File: config.mk
export PLATFORM = sky130hd
export DESIGN_NAME = lmac_ctrl
export DESIGN_NICKNAME = d
export VERILOG_FILES = /design/src/rtl/lmac_pkg.sv /design/src/rtl/lmac_ctrl.sv /design/src/rtl/lmac_mode_decode.sv
export VERILOG_INCLUDE_DIRS = /design/src /design/src/rtl
export SDC_FILE = /design/constraint.sdc
export NUM_CORES = 1
export LEC_CHECK = 0
export ABC_AREA = 1
export BUFFER_PORTS_ARGS = -buffer_cell sky130_fd_sc_hd__buf_2
export CAP_MARGIN = 10
export CORE_MARGIN = 2
export CORE_UTILIZATION = 45
export CTS_BUF_LIST = sky130_fd_sc_hd__clkbuf_4 sky130_fd_sc_hd__clkbuf_8
export CTS_CLUSTER_DIAMETER = 40
export DETAILED_ROUTE_END_ITERATION = 6
export GPL_TIMING_DRIVEN = 0
export SKIP_CTS_REPAIR_TIMING = 1
export SLEW_MARGIN = 20
export SYNTH_ARGS = -nofsm -noshare
export SYNTH_HDL_FRONTEND = slang
export SYNTH_HIERARCHICAL = 1
export SYNTH_SLANG_ARGS = --single-unit
File: constraint.sdc
create_clock -name mclk -period 2.3 [get_ports mclk]
set_clock_uncertainty 0.05 [all_clocks]
set_input_delay 0.46 -clock mclk [delete_from_list [all_inputs] [get_ports mclk]]
set_output_delay 0.46 -clock mclk [all_outputs]
set_load 0.02 [all_outputs]
File: src/rtl/lmac_cfg.svh
// Offsets, field positions, reset values and fixed codes of the long-mode control block.
`ifndef LMAC_CFG_SVH
`define LMAC_CFG_SVH

`define LMAC_ADDR_W            8
`define LMAC_DATA_W            32

`define LMAC_OFF_CTRL_ZERO     8'h00
`define LMAC_OFF_FEATURE_CTRL  8'h04
`define LMAC_OFF_EXT_FEATURE   8'h08
`define LMAC_OFF_PTB_LO        8'h0c
`define LMAC_OFF_PTB_HI        8'h10
`define LMAC_OFF_CODE_ATTR     8'h14
`define LMAC_OFF_GLOBAL_TABLE  8'h18
`define LMAC_OFF_INTR_TABLE    8'h1c
`define LMAC_OFF_LOCAL_SEL     8'h20
`define LMAC_OFF_TASK_SEL      8'h24
`define LMAC_OFF_STATUS        8'h28

`define LMAC_PG_BIT            31
`define LMAC_PAE_BIT           5
`define LMAC_LME_BIT           8
`define LMAC_LMA_BIT           10
`define LMAC_CS_L_BIT          0
`define LMAC_CS_D_BIT          1
`define LMAC_STS_FAULT_BIT     0
`define LMAC_STS_SUBMODE_LSB   4
`define LMAC_STS_DEF_ADDR_LSB  8
`define LMAC_STS_DEF_OP_LSB    10

`define LMAC_RST_WORD          32'h0000_0000
`define LMAC_RST_SEL           16'h0000
`define LMAC_GP_ERROR_CODE     16'h0000

`endif

File: src/rtl/lmac_pkg.sv
// Types shared by the long-mode control block.
package lmac_pkg;

  typedef enum logic [3:0] {
    LMAC_SUB_LEGACY   = 4'b0001,
    LMAC_SUB_COMPAT   = 4'b0010,
    LMAC_SUB_LONG64   = 4'b0100,
    LMAC_SUB_RESERVED = 4'b1000
  } lmac_submode_type;

  typedef enum logic [1:0] {
    LMAC_SZ16 = 2'h0,
    LMAC_SZ32 = 2'h1,
    LMAC_SZ64 = 2'h2
  } lmac_size_type;

  typedef struct packed {
    logic        wr;
    logic        rd;
    logic [7:0]  addr;
    logic [31:0] wdata;
  } lmac_bus_req_type;

  typedef struct packed {
    logic opsize_ovr;
    logic addr_ovr;
    logic wide_op;
  } lmac_prefix_type;

  typedef struct packed {
    lmac_submode_type submode;
    lmac_size_type    def_addr;
    lmac_size_type    def_op;
    lmac_size_type    eff_addr;
    lmac_size_type    eff_op;
    logic             reserved_enc;
  } lmac_mode_type;

endpackage

File: src/rtl/lmac_ctrl.sv
// Long-mode enable/activate control registers, consistency checks and mode outputs.
`timescale 1ns/100ps
`include "lmac_cfg.svh"

////////////////////////////////////////////////////////////////////////////////
module lmac_ctrl
  import lmac_pkg::*;
(
  input  wire logic             mclk,
  input  wire logic             rst_n,
  input  wire logic             ce,
  input  wire lmac_bus_req_type bus_req,
  output logic [31:0]           rdata,
  input  wire lmac_prefix_type  prefix,
  output lmac_mode_type         mode,
  output logic                  general_protection_fault,
  output logic [15:0]           gp_error_code,
  output logic                  long_mode_active_bit,
  output logic                  paging_enable_bit
);

  logic [31:0]   control_reg_zero;
  logic [31:0]   feature_ctrl_reg;
  logic [31:0]   extended_feature_reg;
  logic [63:0]   page_table_base_reg;
  logic [1:0]    code_attr_reg;
  logic [31:0]   global_table_base_reg;
  logic [31:0]   interrupt_table_base_reg;
  logic [15:0]   local_table_selector_reg;
  logic [15:0]   task_state_selector_reg;
  logic          fault_seen;
  lmac_mode_type next_mode;

  logic          pg;
  logic          pae;
  logic          lme;
  logic          cs_l;
  logic          cs_d;
  logic          lme_flip;
  logic          pg_rise;
  logic          pae_missing;
  logic          long_code;
  logic          pae_drop;
  logic          fault_now;

  function automatic logic lmac_hit(input lmac_bus_req_type req, input logic [7:0] off);
    lmac_hit = req.wr && (req.addr == off);
  endfunction

  assign pg                = control_reg_zero[`LMAC_PG_BIT];
  assign pae               = feature_ctrl_reg[`LMAC_PAE_BIT];
  assign lme               = extended_feature_reg[`LMAC_LME_BIT];
  assign cs_l              = code_attr_reg[`LMAC_CS_L_BIT];
  assign cs_d              = code_attr_reg[`LMAC_CS_D_BIT];
  assign paging_enable_bit = pg;

  //////////////////////////////////////////////////////////////////////////////
  // Consistency checks on control-bit transitions.

  assign lme_flip    = lmac_hit(bus_req, `LMAC_OFF_EXT_FEATURE) && pg &&
                       (bus_req.wdata[`LMAC_LME_BIT] != lme);
  assign pg_rise     = lmac_hit(bus_req, `LMAC_OFF_CTRL_ZERO) &&
                       bus_req.wdata[`LMAC_PG_BIT] && !pg;
  assign pae_missing = pg_rise && lme && !pae;
  assign long_code   = pg_rise && lme && cs_l;
  assign pae_drop    = lmac_hit(bus_req, `LMAC_OFF_FEATURE_CTRL) && pae &&
                       !bus_req.wdata[`LMAC_PAE_BIT] && long_mode_active_bit;
  // A failing write is dropped whole, so the faulting register keeps its old value.
  assign fault_now   = lme_flip || pae_missing || long_code || pae_drop;

  always_ff @(posedge mclk) begin
    if (!rst_n) begin
      general_protection_fault <= 1'b0;
      gp_error_code            <= `LMAC_GP_ERROR_CODE;
    end else if (ce) begin
      general_protection_fault <= fault_now;
      if (fault_now) begin
        gp_error_code <= `LMAC_GP_ERROR_CODE;
      end
    end
  end

  // A fault in the same cycle as a software clear stays recorded.
  always_ff @(posedge mclk) begin
    if (!rst_n) begin
      fault_seen <= 1'b0;
    end else if (ce) begin
      if (fault_now) begin
        fault_seen <= 1'b1;
      end else if (lmac_hit(bus_req, `LMAC_OFF_STATUS) &&
                   bus_req.wdata[`LMAC_STS_FAULT_BIT]) begin
        fault_seen <= 1'b0;
      end
    end
  end

  //////////////////////////////////////////////////////////////////////////////
  // Control registers.

  always_ff @(posedge mclk) begin
    if (!rst_n) begin
      control_reg_zero <= `LMAC_RST_WORD;
    end else if (ce && lmac_hit(bus_req, `LMAC_OFF_CTRL_ZERO) && !fault_now) begin
      control_reg_zero <= bus_req.wdata;
    end
  end

  always_ff @(posedge mclk) begin
    if (!rst_n) begin
      feature_ctrl_reg <= `LMAC_RST_WORD;
    end else if (ce && lmac_hit(bus_req, `LMAC_OFF_FEATURE_CTRL) && !fault_now) begin
      feature_ctrl_reg <= bus_req.wdata;
    end
  end

  // The active bit is hardware-owned; software writes to its position are dropped.
  always_ff @(posedge mclk) begin
    if (!rst_n) begin
      extended_feature_reg <= `LMAC_RST_WORD;
    end else if (ce && lmac_hit(bus_req, `LMAC_OFF_EXT_FEATURE) && !fault_now) begin
      extended_feature_reg                <= bus_req.wdata;
      extended_feature_reg[`LMAC_LMA_BIT] <= 1'b0;
    end
  end

  always_ff @(posedge mclk) begin
    if (!rst_n) begin
      long_mode_active_bit <= 1'b0;
    end else if (ce && lmac_hit(bus_req, `LMAC_OFF_CTRL_ZERO) && !fault_now) begin
      if (pg_rise && lme) begin
        long_mode_active_bit <= 1'b1;
      end else if (!bus_req.wdata[`LMAC_PG_BIT]) begin
        long_mode_active_bit <= 1'b0;
      end
    end
  end

  // The high half only takes writes once long mode is active.
  always_ff @(posedge mclk) begin
    if (!rst_n) begin
      page_table_base_reg <= {`LMAC_RST_WORD, `LMAC_RST_WORD};
    end else if (ce) begin
      if (lmac_hit(bus_req, `LMAC_OFF_PTB_LO)) begin
        page_table_base_reg[31:0] <= bus_req.wdata;
      end
      if (lmac_hit(bus_req, `LMAC_OFF_PTB_HI) && long_mode_active_bit) begin
        page_table_base_reg[63:32] <= bus_req.wdata;
      end
    end
  end

  always_ff @(posedge mclk) begin
    if (!rst_n) begin
      code_attr_reg <= 2'h0;
    end else if (ce && lmac_hit(bus_req, `LMAC_OFF_CODE_ATTR)) begin
      code_attr_reg <= bus_req.wdata[1:0];
    end
  end

  // Descriptor-table registers change only on their own writes.
  always_ff @(posedge mclk) begin
    if (!rst_n) begin
      global_table_base_reg    <= `LMAC_RST_WORD;
      interrupt_table_base_reg <= `LMAC_RST_WORD;
      local_table_selector_reg <= `LMAC_RST_SEL;
      task_state_selector_reg  <= `LMAC_RST_SEL;
    end else if (ce) begin
      if (lmac_hit(bus_req, `LMAC_OFF_GLOBAL_TABLE)) begin
        global_table_base_reg <= bus_req.wdata;
      end
      if (lmac_hit(bus_req, `LMAC_OFF_INTR_TABLE)) begin
        interrupt_table_base_reg <= bus_req.wdata;
      end
      if (lmac_hit(bus_req, `LMAC_OFF_LOCAL_SEL)) begin
        local_table_selector_reg <= bus_req.wdata[15:0];
      end
      if (lmac_hit(bus_req, `LMAC_OFF_TASK_SEL)) begin
        task_state_selector_reg <= bus_req.wdata[15:0];
      end
    end
  end

  //////////////////////////////////////////////////////////////////////////////
  // Mode outputs, registered so the core sees a clean value each cycle.

  lmac_mode_decode u_decode (
    .long_mode_active_bit (long_mode_active_bit),
    .cs_l                 (cs_l),
    .cs_d                 (cs_d),
    .prefix               (prefix),
    .next_mode            (next_mode)
  );

  always_ff @(posedge mclk) begin
    if (!rst_n) begin
      mode          <= '0;
      mode.submode  <= LMAC_SUB_LEGACY;
      mode.def_addr <= LMAC_SZ16;
      mode.def_op   <= LMAC_SZ16;
      mode.eff_addr <= LMAC_SZ16;
      mode.eff_op   <= LMAC_SZ16;
    end else if (ce) begin
      mode <= next_mode;
    end
  end

  //////////////////////////////////////////////////////////////////////////////
  // Read port: data stand after the strobe until the next enabled cycle, which loads zero if it has no strobe.

  always_ff @(posedge mclk) begin
    if (!rst_n) begin
      rdata <= 32'h0000_0000;
    end else if (ce) begin
      rdata <= 32'h0000_0000;
      if (bus_req.rd) begin
        case (bus_req.addr)
          `LMAC_OFF_CTRL_ZERO:    rdata <= control_reg_zero;
          `LMAC_OFF_FEATURE_CTRL: rdata <= feature_ctrl_reg;
          `LMAC_OFF_EXT_FEATURE: begin
            rdata                <= extended_feature_reg;
            rdata[`LMAC_LMA_BIT] <= long_mode_active_bit;
          end
          `LMAC_OFF_PTB_LO:       rdata <= page_table_base_reg[31:0];
          `LMAC_OFF_PTB_HI:       rdata <= page_table_base_reg[63:32];
          `LMAC_OFF_CODE_ATTR:    rdata <= {30'h0000_0000, code_attr_reg};
          `LMAC_OFF_GLOBAL_TABLE: rdata <= global_table_base_reg;
          `LMAC_OFF_INTR_TABLE:   rdata <= interrupt_table_base_reg;
          `LMAC_OFF_LOCAL_SEL:    rdata <= {16'h0000, local_table_selector_reg};
          `LMAC_OFF_TASK_SEL:     rdata <= {16'h0000, task_state_selector_reg};
          `LMAC_OFF_STATUS: begin
            rdata[`LMAC_STS_FAULT_BIT]                            <= fault_seen;
            rdata[`LMAC_STS_SUBMODE_LSB+3:`LMAC_STS_SUBMODE_LSB]  <= mode.submode;
            rdata[`LMAC_STS_DEF_ADDR_LSB+1:`LMAC_STS_DEF_ADDR_LSB] <= mode.def_addr;
            rdata[`LMAC_STS_DEF_OP_LSB+1:`LMAC_STS_DEF_OP_LSB]    <= mode.def_op;
          end
          default:                rdata <= 32'h0000_0000;
        endcase
      end
    end
  end

  //////////////////////////////////////////////////////////////////////////////
  // Assertions.

  lma_set_a: assert property (@(posedge mclk) disable iff (!rst_n)
    ce && pg_rise && lme && pae && !cs_l |=> long_mode_active_bit && pg)
    else $error("long mode not activated by paging enable");

  legacy_size_a: assert property (@(posedge mclk) disable iff (!rst_n)
    mode.submode == LMAC_SUB_LEGACY |-> mode.def_addr != LMAC_SZ64 &&
      mode.eff_op != LMAC_SZ64 && mode.eff_addr != LMAC_SZ64)
    else $error("64-bit size seen in legacy mode");

  sub64_a: assert property (@(posedge mclk) disable iff (!rst_n)
    ce && long_mode_active_bit && cs_l && !cs_d |=> mode.submode == LMAC_SUB_LONG64 &&
      mode.def_addr == LMAC_SZ64 && mode.def_op == LMAC_SZ32)
    else $error("64-bit submode defaults wrong");

  prefix_64_a: assert property (@(posedge mclk) disable iff (!rst_n)
    ce && long_mode_active_bit && cs_l && !cs_d && prefix.wide_op && prefix.addr_ovr
      |=> mode.eff_op == LMAC_SZ64 && mode.eff_addr == LMAC_SZ32)
    else $error("64-bit submode override wrong");

  reserved_enc_a: assert property (@(posedge mclk) disable iff (!rst_n)
    ce && long_mode_active_bit && cs_l && cs_d |=> mode.reserved_enc)
    else $error("reserved encoding not flagged");

  compat_mode_a: assert property (@(posedge mclk) disable iff (!rst_n)
    ce && long_mode_active_bit && !cs_l |=> mode.submode == LMAC_SUB_COMPAT &&
      mode.def_op == ($past(cs_d) ? LMAC_SZ32 : LMAC_SZ16))
    else $error("compatibility submode wrong");

  lme_guard_a: assert property (@(posedge mclk) disable iff (!rst_n)
    ce && lme_flip |=> general_protection_fault && gp_error_code == 16'h0000 &&
      lme == $past(lme))
    else $error("long enable changed under paging");

  pae_guard_a: assert property (@(posedge mclk) disable iff (!rst_n)
    ce && pg_rise && lme && !pae |=> general_protection_fault && !pg &&
      !long_mode_active_bit)
    else $error("paging enabled without address extension");

  code_guard_a: assert property (@(posedge mclk) disable iff (!rst_n)
    ce && pg_rise && lme && cs_l |=> general_protection_fault && !pg)
    else $error("paging enabled with long code segment");

  pae_drop_a: assert property (@(posedge mclk) disable iff (!rst_n)
    ce && pae_drop |=> general_protection_fault && pae)
    else $error("address extension cleared while active");

  tables_kept_a: assert property (@(posedge mclk) disable iff (!rst_n)
    $rose(long_mode_active_bit) |-> $stable(interrupt_table_base_reg) &&
      $stable(global_table_base_reg))
    else $error("descriptor table changed on activation");

  ptb_high_a: assert property (@(posedge mclk) disable iff (!rst_n)
    ce && lmac_hit(bus_req, `LMAC_OFF_PTB_HI) && !long_mode_active_bit
      |=> $stable(page_table_base_reg[63:32]))
    else $error("high page base written in legacy mode");

  lma_clear_a: assert property (@(posedge mclk) disable iff (!rst_n)
    ce && lmac_hit(bus_req, `LMAC_OFF_CTRL_ZERO) && !bus_req.wdata[`LMAC_PG_BIT]
      |=> !long_mode_active_bit)
    else $error("active bit not cleared with paging");

  // The attribute may be rewritten in the same cycle, so compare against its old value.
  legacy_attr_a: assert property (@(posedge mclk) disable iff (!rst_n)
    ce && !long_mode_active_bit |=> mode.submode == LMAC_SUB_LEGACY &&
      mode.def_addr == ($past(cs_d) ? LMAC_SZ32 : LMAC_SZ16) && !mode.reserved_enc)
    else $error("legacy defaults wrong");

  opsize_64_a: assert property (@(posedge mclk) disable iff (!rst_n)
    ce && long_mode_active_bit && cs_l && !cs_d && prefix.opsize_ovr && !prefix.wide_op &&
      !prefix.addr_ovr |=> mode.eff_op == LMAC_SZ16 && mode.eff_addr == LMAC_SZ64)
    else $error("64-bit submode operand override wrong");

  fault_pulse_a: assert property (@(posedge mclk) disable iff (!rst_n)
    ce && !fault_now |=> !general_protection_fault)
    else $error("fault raised without a failing write");

  rdata_idle_a: assert property (@(posedge mclk) disable iff (!rst_n)
    ce && !bus_req.rd |=> rdata == 32'h0000_0000)
    else $error("read data not cleared after read cycle");

endmodule

File: src/rtl/lmac_mode_decode.sv
// Submode selection and default/effective size decode from the mode bits.
`timescale 1ns/100ps
module lmac_mode_decode
  import lmac_pkg::*;
(
  input  wire logic            long_mode_active_bit,
  input  wire logic            cs_l,
  input  wire logic            cs_d,
  input  wire lmac_prefix_type prefix,
  output lmac_mode_type        next_mode
);

  // Outside 64-bit submode a size prefix swaps between 16 and 32 bits.
  function automatic lmac_size_type lmac_toggle(input lmac_size_type sz, input logic ovr);
    lmac_toggle = sz;
    if (ovr) begin
      lmac_toggle = (sz == LMAC_SZ32) ? LMAC_SZ16 : LMAC_SZ32;
    end
  endfunction

  always_comb begin
    next_mode              = '0;
    next_mode.submode      = LMAC_SUB_LEGACY;
    next_mode.def_addr     = cs_d ? LMAC_SZ32 : LMAC_SZ16;
    next_mode.def_op       = cs_d ? LMAC_SZ32 : LMAC_SZ16;
    next_mode.reserved_enc = 1'b0;
    if (long_mode_active_bit && cs_l && !cs_d) begin
      next_mode.submode  = LMAC_SUB_LONG64;
      next_mode.def_addr = LMAC_SZ64;
      next_mode.def_op   = LMAC_SZ32;
    end else if (long_mode_active_bit && cs_l) begin
      // Reserved pairing keeps 32-bit defaults, selects the reserved submode and raises a flag.
      next_mode.submode      = LMAC_SUB_RESERVED;
      next_mode.def_addr     = LMAC_SZ32;
      next_mode.def_op       = LMAC_SZ32;
      next_mode.reserved_enc = 1'b1;
    end else if (long_mode_active_bit) begin
      next_mode.submode = LMAC_SUB_COMPAT;
    end
    // Legacy ignores the long attribute entirely.
    if (next_mode.submode == LMAC_SUB_LONG64) begin
      next_mode.eff_op   = prefix.wide_op ? LMAC_SZ64 :
                           (prefix.opsize_ovr ? LMAC_SZ16 : LMAC_SZ32);
      next_mode.eff_addr = prefix.addr_ovr ? LMAC_SZ32 : LMAC_SZ64;
    end else begin
      next_mode.eff_op   = lmac_toggle(next_mode.def_op, prefix.opsize_ovr);
      next_mode.eff_addr = lmac_toggle(next_mode.def_addr, prefix.addr_ovr);
    end
  end

endmodule

== Word-level counts from Yosys, hierarchy flattened ==
Index checks and enable logic that the tools add are counted.
Storage, ports and cells
  bits in registers: 305
  word-level logic and storage cells: 109
Cells by class
  equality and inequality tests: 15
  mux-type cells: 24
  reduce and logical (&&, ||, !) cells: 50
Operators with widths (count)
  one-hot mux 20 bit (9 select lines): 1
  one-hot mux 8 bit (10 select lines): 1
  == test 8 x 5 -> 1 bit (second input constant): 4
  logical AND 1 bit: 32
  2-to-1 mux 32 bit: 1
  one-hot mux 3 bit (10 select lines): 1
  == test 8 x 6 -> 1 bit (second input constant): 3
  == test 8 x 4 -> 1 bit (second input constant): 2
  AND reduction 2 bit: 8
  2-to-1 mux 4 bit: 3
  one-hot mux 1 bit (11 select lines): 1
  2-to-1 mux 1 bit: 10
  2-to-1 mux 2 bit: 5
  == test 8 x 3 -> 1 bit (second input constant): 1
  logical NOT 8 bit: 1
  2-to-1 mux 8 bit: 1
  logical NOT 1 bit: 5
  == test 2 x 1 -> 1 bit (second input constant): 2
  == test 4 x 3 -> 1 bit (second input constant): 1
  logical OR 1 bit: 3
  != test 2 x 1 -> 1 bit (second input constant): 1
  nonzero test 2 bit: 1
  != test 1 bit: 1

== Longest topological paths before layout ==
  depth in word-level cells: 12
  mapped depth: 11
  gate-level depth less buffers: 11

== Hierarchy ==
Netlist, hierarchy kept.
Modules (own cells, without submodules)
  lmac_ctrl: times used 1, cells an instance 1918, area an instance 13155.1 sq um, seq. area each 6105.9 sq um
  lmac_mode_decode: times used 1, cells an instance 21, area an instance 117.6 sq um, seq. area each 0.0 sq um

== Least setup slack after synthesis ==
OpenSTA, ideal clock, no wires.
  path type: input -> register
  start point: input bus_req[33] (netlist name)
  end point: register page_table_base_reg[55]
  arrival time: 1.590 ns
  required time: 2.122 ns
  path slack: 0.532 ns
  stages: 8
  cells stage by stage: nor2_2 > nand3_2 > nor2_1 > buf_2 > nand3_2 > clkbuf_1 > o21ai_0 > a21oi_1
On the way
  word-level cells in the longest chain between the ends: 4
Ends and longest elaborated chain
  start: declaration: line lmac_ctrl.sv:12  | input wire lmac_bus_req_type bus_req,
  == test 8 x 5 -> 1 bit: line lmac_ctrl.sv:47  | lmac_hit = req.wr && (req.addr == off);
  logical AND 1 bit: line lmac_ctrl.sv:47
  logical AND 1 bit: line lmac_ctrl.sv:146  | if (lmac_hit(bus_req, `LMAC_OFF_PTB_HI) && long_mode_active_bit) begin
  AND reduction 2 bit (no line)
  end signal: assignment: line lmac_ctrl.sv:141  | page_table_base_reg <= {`LMAC_RST_WORD, `LMAC_RST_WORD};
  end signal: assignment: line lmac_ctrl.sv:147  | page_table_base_reg[63:32] <= bus_req.wdata;
  end: declaration: line lmac_ctrl.sv:25  | logic [63:0] page_table_base_reg;
Every way passes these cells.
A chain may end at the register's enable or synchronous reset.

== Final worst setup path ==
  start point: input bus_req[33] (netlist name)
  end point: register global_table_base_reg[28]
On the way
  word-level cells in the longest chain between the ends: 3
Ends and longest elaborated chain
  == test 8 x 5 -> 1 bit: line lmac_ctrl.sv:47
  logical AND 1 bit: line lmac_ctrl.sv:47
  AND reduction 2 bit (no line)
  end signal: assignment: line lmac_ctrl.sv:163  | global_table_base_reg <= `LMAC_RST_WORD;
  end signal: assignment: line lmac_ctrl.sv:169  | global_table_base_reg <= bus_req.wdata;
  end: declaration: line lmac_ctrl.sv:27  | logic [31:0] global_table_base_reg;
Every way passes these cells.

==> impl_metrics.ini <==
[power]
internal_power_mw = 8.75
combPwrFrac_pct = 4.8
power_frac_clock_pct = 48.9
sw_frac_of_total_pct = 23.6
vdd_drop_max_mv = 0.395
p_seq_share_pct = 46.4
p_leak_nw = 6.35
p_total_mw = 11.5
p_sw_mw = 2.71
power.density_nw_per_um2 = 740

[synth]
ys_ff_latch = 305
ys_types = 28
seq_area_frac_synth_pct = 46.0
postSynthCellCount = 1939
synth_warnings = 6
synth_area_sq_um = 13300
syn_area_per_cell_sq_um = 6.85

[grt]
grt_pass1_wl_mm = 71.5
first_global_vias = 12100
track_usage_pct = 30.5
grt_max_degree = 14
antenna_found_initial = 0
grt_overflow = 0

[floorplan]
die_area_sq_um = 30900
io_pins = 112
die_w_microns = 176
core_sq_um = 28900
dieHeight_microns = 176
initial_core_util_pct = 46.0
num_rows = 62

[finish]
final_cell_mix = nor2_1, nand2_1, dfxtp_1
drive_gt1_share_pct = 13.4
diodes = 0
ff_latch_area_sq_um = 6110
area_growth_pct = 16.7
postLayoutCellArea_sq_um = 15500
multi_input_area_sq_um = 5940
final_nets = 2148
final_common_cell = nor2_1
nFillCells = 3015
largest_reg_flops = 64

[worst_setup_path]
cp_common_cell = nor2_2
critPathKind = primary input to flop
path_cells = buf_2 > nor2_2 > nand3_1 > nor2_2 > nand2_1 > clkbuf_1 > o21ai_0 > a21oi_1
r2r_slack_ns = 0.36
worstRegToRegCells = 9
crit_path_top_delay_cell = nor2_2
crit_end = global_table_base_reg[28]
endpoint_kind = flop
required_ns = 2.70
start_kind = primary input
critical_path_buf_inv_count = 2
r2r_start = code_attr_reg[0]
cp.depth = 8
critPathMaxStageDelay_ns = 0.49
path_max_fanout = 10
cp.arrival_ns = 2.59
critPathTopFamily = simple AND/OR/NAND/NOR gates
r2r_end = extended_feature_reg[13]
crit_start = bus_req[33]

[clocking]
cts-root-buf = clkbuf_8
clkTransAtPathRegs_ns = 0.06
cts_tree = yes
clock-sinks = 305
clockBufferDepth = 3
ctsHtreeMaxLevel = 2
cts_made_buffers = 54
clkLatencyLatePin_ns = 0.58

[hold_path]
hold_path_class = primary input to flop

[timing]
layout_min_cycle_time_ns = 2.20
post-route-period-util_pct = 95.5
maxSlewViolCount = 0
hold_violations = 0
worstMarginPinSlew_ns = 0.934
setup_viol = 0
slew_headroom_pct = 37.7
fmax_mhz = 455
rsz0062_at_grt = false

[placed_design]
place_congestion = 0.960
dp_hpwl_mm = 34.0
port_buffers = 90
place_area_sq_um = 14300

[route]
dr.pass1.iters = 6
totalWireLength_mm = 47.5
drtAntennaViolNets = 0
vias = 13300
viasPerCell = 5.26
wl_per_cell_microns = 18.8
drtIter0Drc = 1383
drc = 0

[flow_run]
maxCapViolCount = 0

[outcome]
outcome = finished, final reports clean
## how the worst min path moves through the flow
stage / depth (start not counted) / end / start / slack [ns]
finish: 3 / rdata[1] / bus_req[40] / 0.13
global route: 3 / rdata[1] / bus_req[40] / 0.13
CTS: 3 / rdata[1] / bus_req[40] / 0.11
detailed placement: 2 / page_table_base_reg[51] / page_table_base_reg[51] / 0.39
global placement: 2 / page_table_base_reg[56] / page_table_base_reg[56] / 0.38
floorplan: 2 / global_table_base_reg[16] / global_table_base_reg[16] / 0.37
## stage by stage
stage	std cells	TNS [ns]	hold slack (ns)	setup slack [ns]	utilization (%)
2_1_floorplan	1954	0	0.374	0.532	-
3_3_place_gp	2428	-26.70	0.382	-0.318	49.4
3_5_place_dp	2428	-32.54	0.387	-0.373	49.4
4_1_cts	2526	0	0.113	0.204	53.7
5_1_grt	2526	0	0.126	0.0136	53.7
6_report	2526	0	0.132	0.105	53.7
## worst min-delay path, cell delays in order
cell and delay (ns):
buf_2 0.12, nand3_1 0.08, a21oi_1 0.06
## Yosys cell counts
| cell | number | area [sq um] |
|---|---|---|
| dfxtp_1 | 305 | 6110 |
| xor2_1 | 1 | 8.76 |
| a21oi_1 | 166 | 831 |
| inv_2 | 11 | 41.3 |
| o21ai_1 | 19 | 95.1 |
| nor3_1 | 2 | 10.0 |
| inv_1 | 145 | 544 |
| nand4_1 | 1 | 6.26 |
| o21ai_0 | 278 | 1390 |
| clkbuf_1 | 80 | 300 |
| buf_2 | 28 | 140 |
| buf_1 | 7 | 26.3 |
| nand3_1 | 122 | 611 |
| conb_1 | 2 | 7.51 |
| nand3b_1 | 1 | 7.51 |
| o211ai_1 | 1 | 7.51 |
| nand3_2 | 5 | 50.1 |
| clkinv_1 | 1 | 3.75 |
| nor2_2 | 9 | 56.3 |
| nor2_4 | 4 | 45.0 |
| nor4_1 | 1 | 6.26 |
| nand2_2 | 7 | 43.8 |
| buf_4 | 30 | 225 |
| nor3_2 | 2 | 20.0 |
| nand2_4 | 2 | 22.5 |
| a21oi_2 | 1 | 8.76 |
| nand2_1 | 314 | 1180 |
| nor2_1 | 394 | 1480 |
## area by class of cell
class / instances / share of cell area, %
plain buffers: 145 / 4.47
multi-input cells: 1347 / 38.4
flip-flops and latches: 305 / 39.4
clock inverters: 4 / 0.331
well taps: 384 / 3.10
repair buffers: 90 / 2.91
clock buffers: 94 / 7.62
inverters: 157 / 3.80
## power groups by stage
stage	Clock, mW	Combinational [mW]	Sequential, mW
after CTS	5.65	0.535	5.31
after detailed placement	0	0.533	5.43
after global routing	5.92	0.592	5.31
final	5.60	0.547	5.31
after floorplan	0	0.279	5.44
after global placement	0	0.529	5.43
## kinds of logic after synthesis
kind of cell              Yosys count  synth area share (%)
AOI/OAI and AO/OA                 465                  17.6
xor gates and xnor gates            1                0.0660
buffers and inverters             302                  9.65
DFF                               305                  46.0
other                               2                0.0566
and+or+nand+nor                   864                  26.6
## metal layers
metal	GRT usage [%]	vias up	routed length, microns
li1	-	6496	-
met1	44.4	6125	21200
met2	45.0	584	19900
met3	7.55	76	5420
met4	7.54	0	933
met5	0	-	0
No activity file was read; power rests on OpenSTA's default activity.
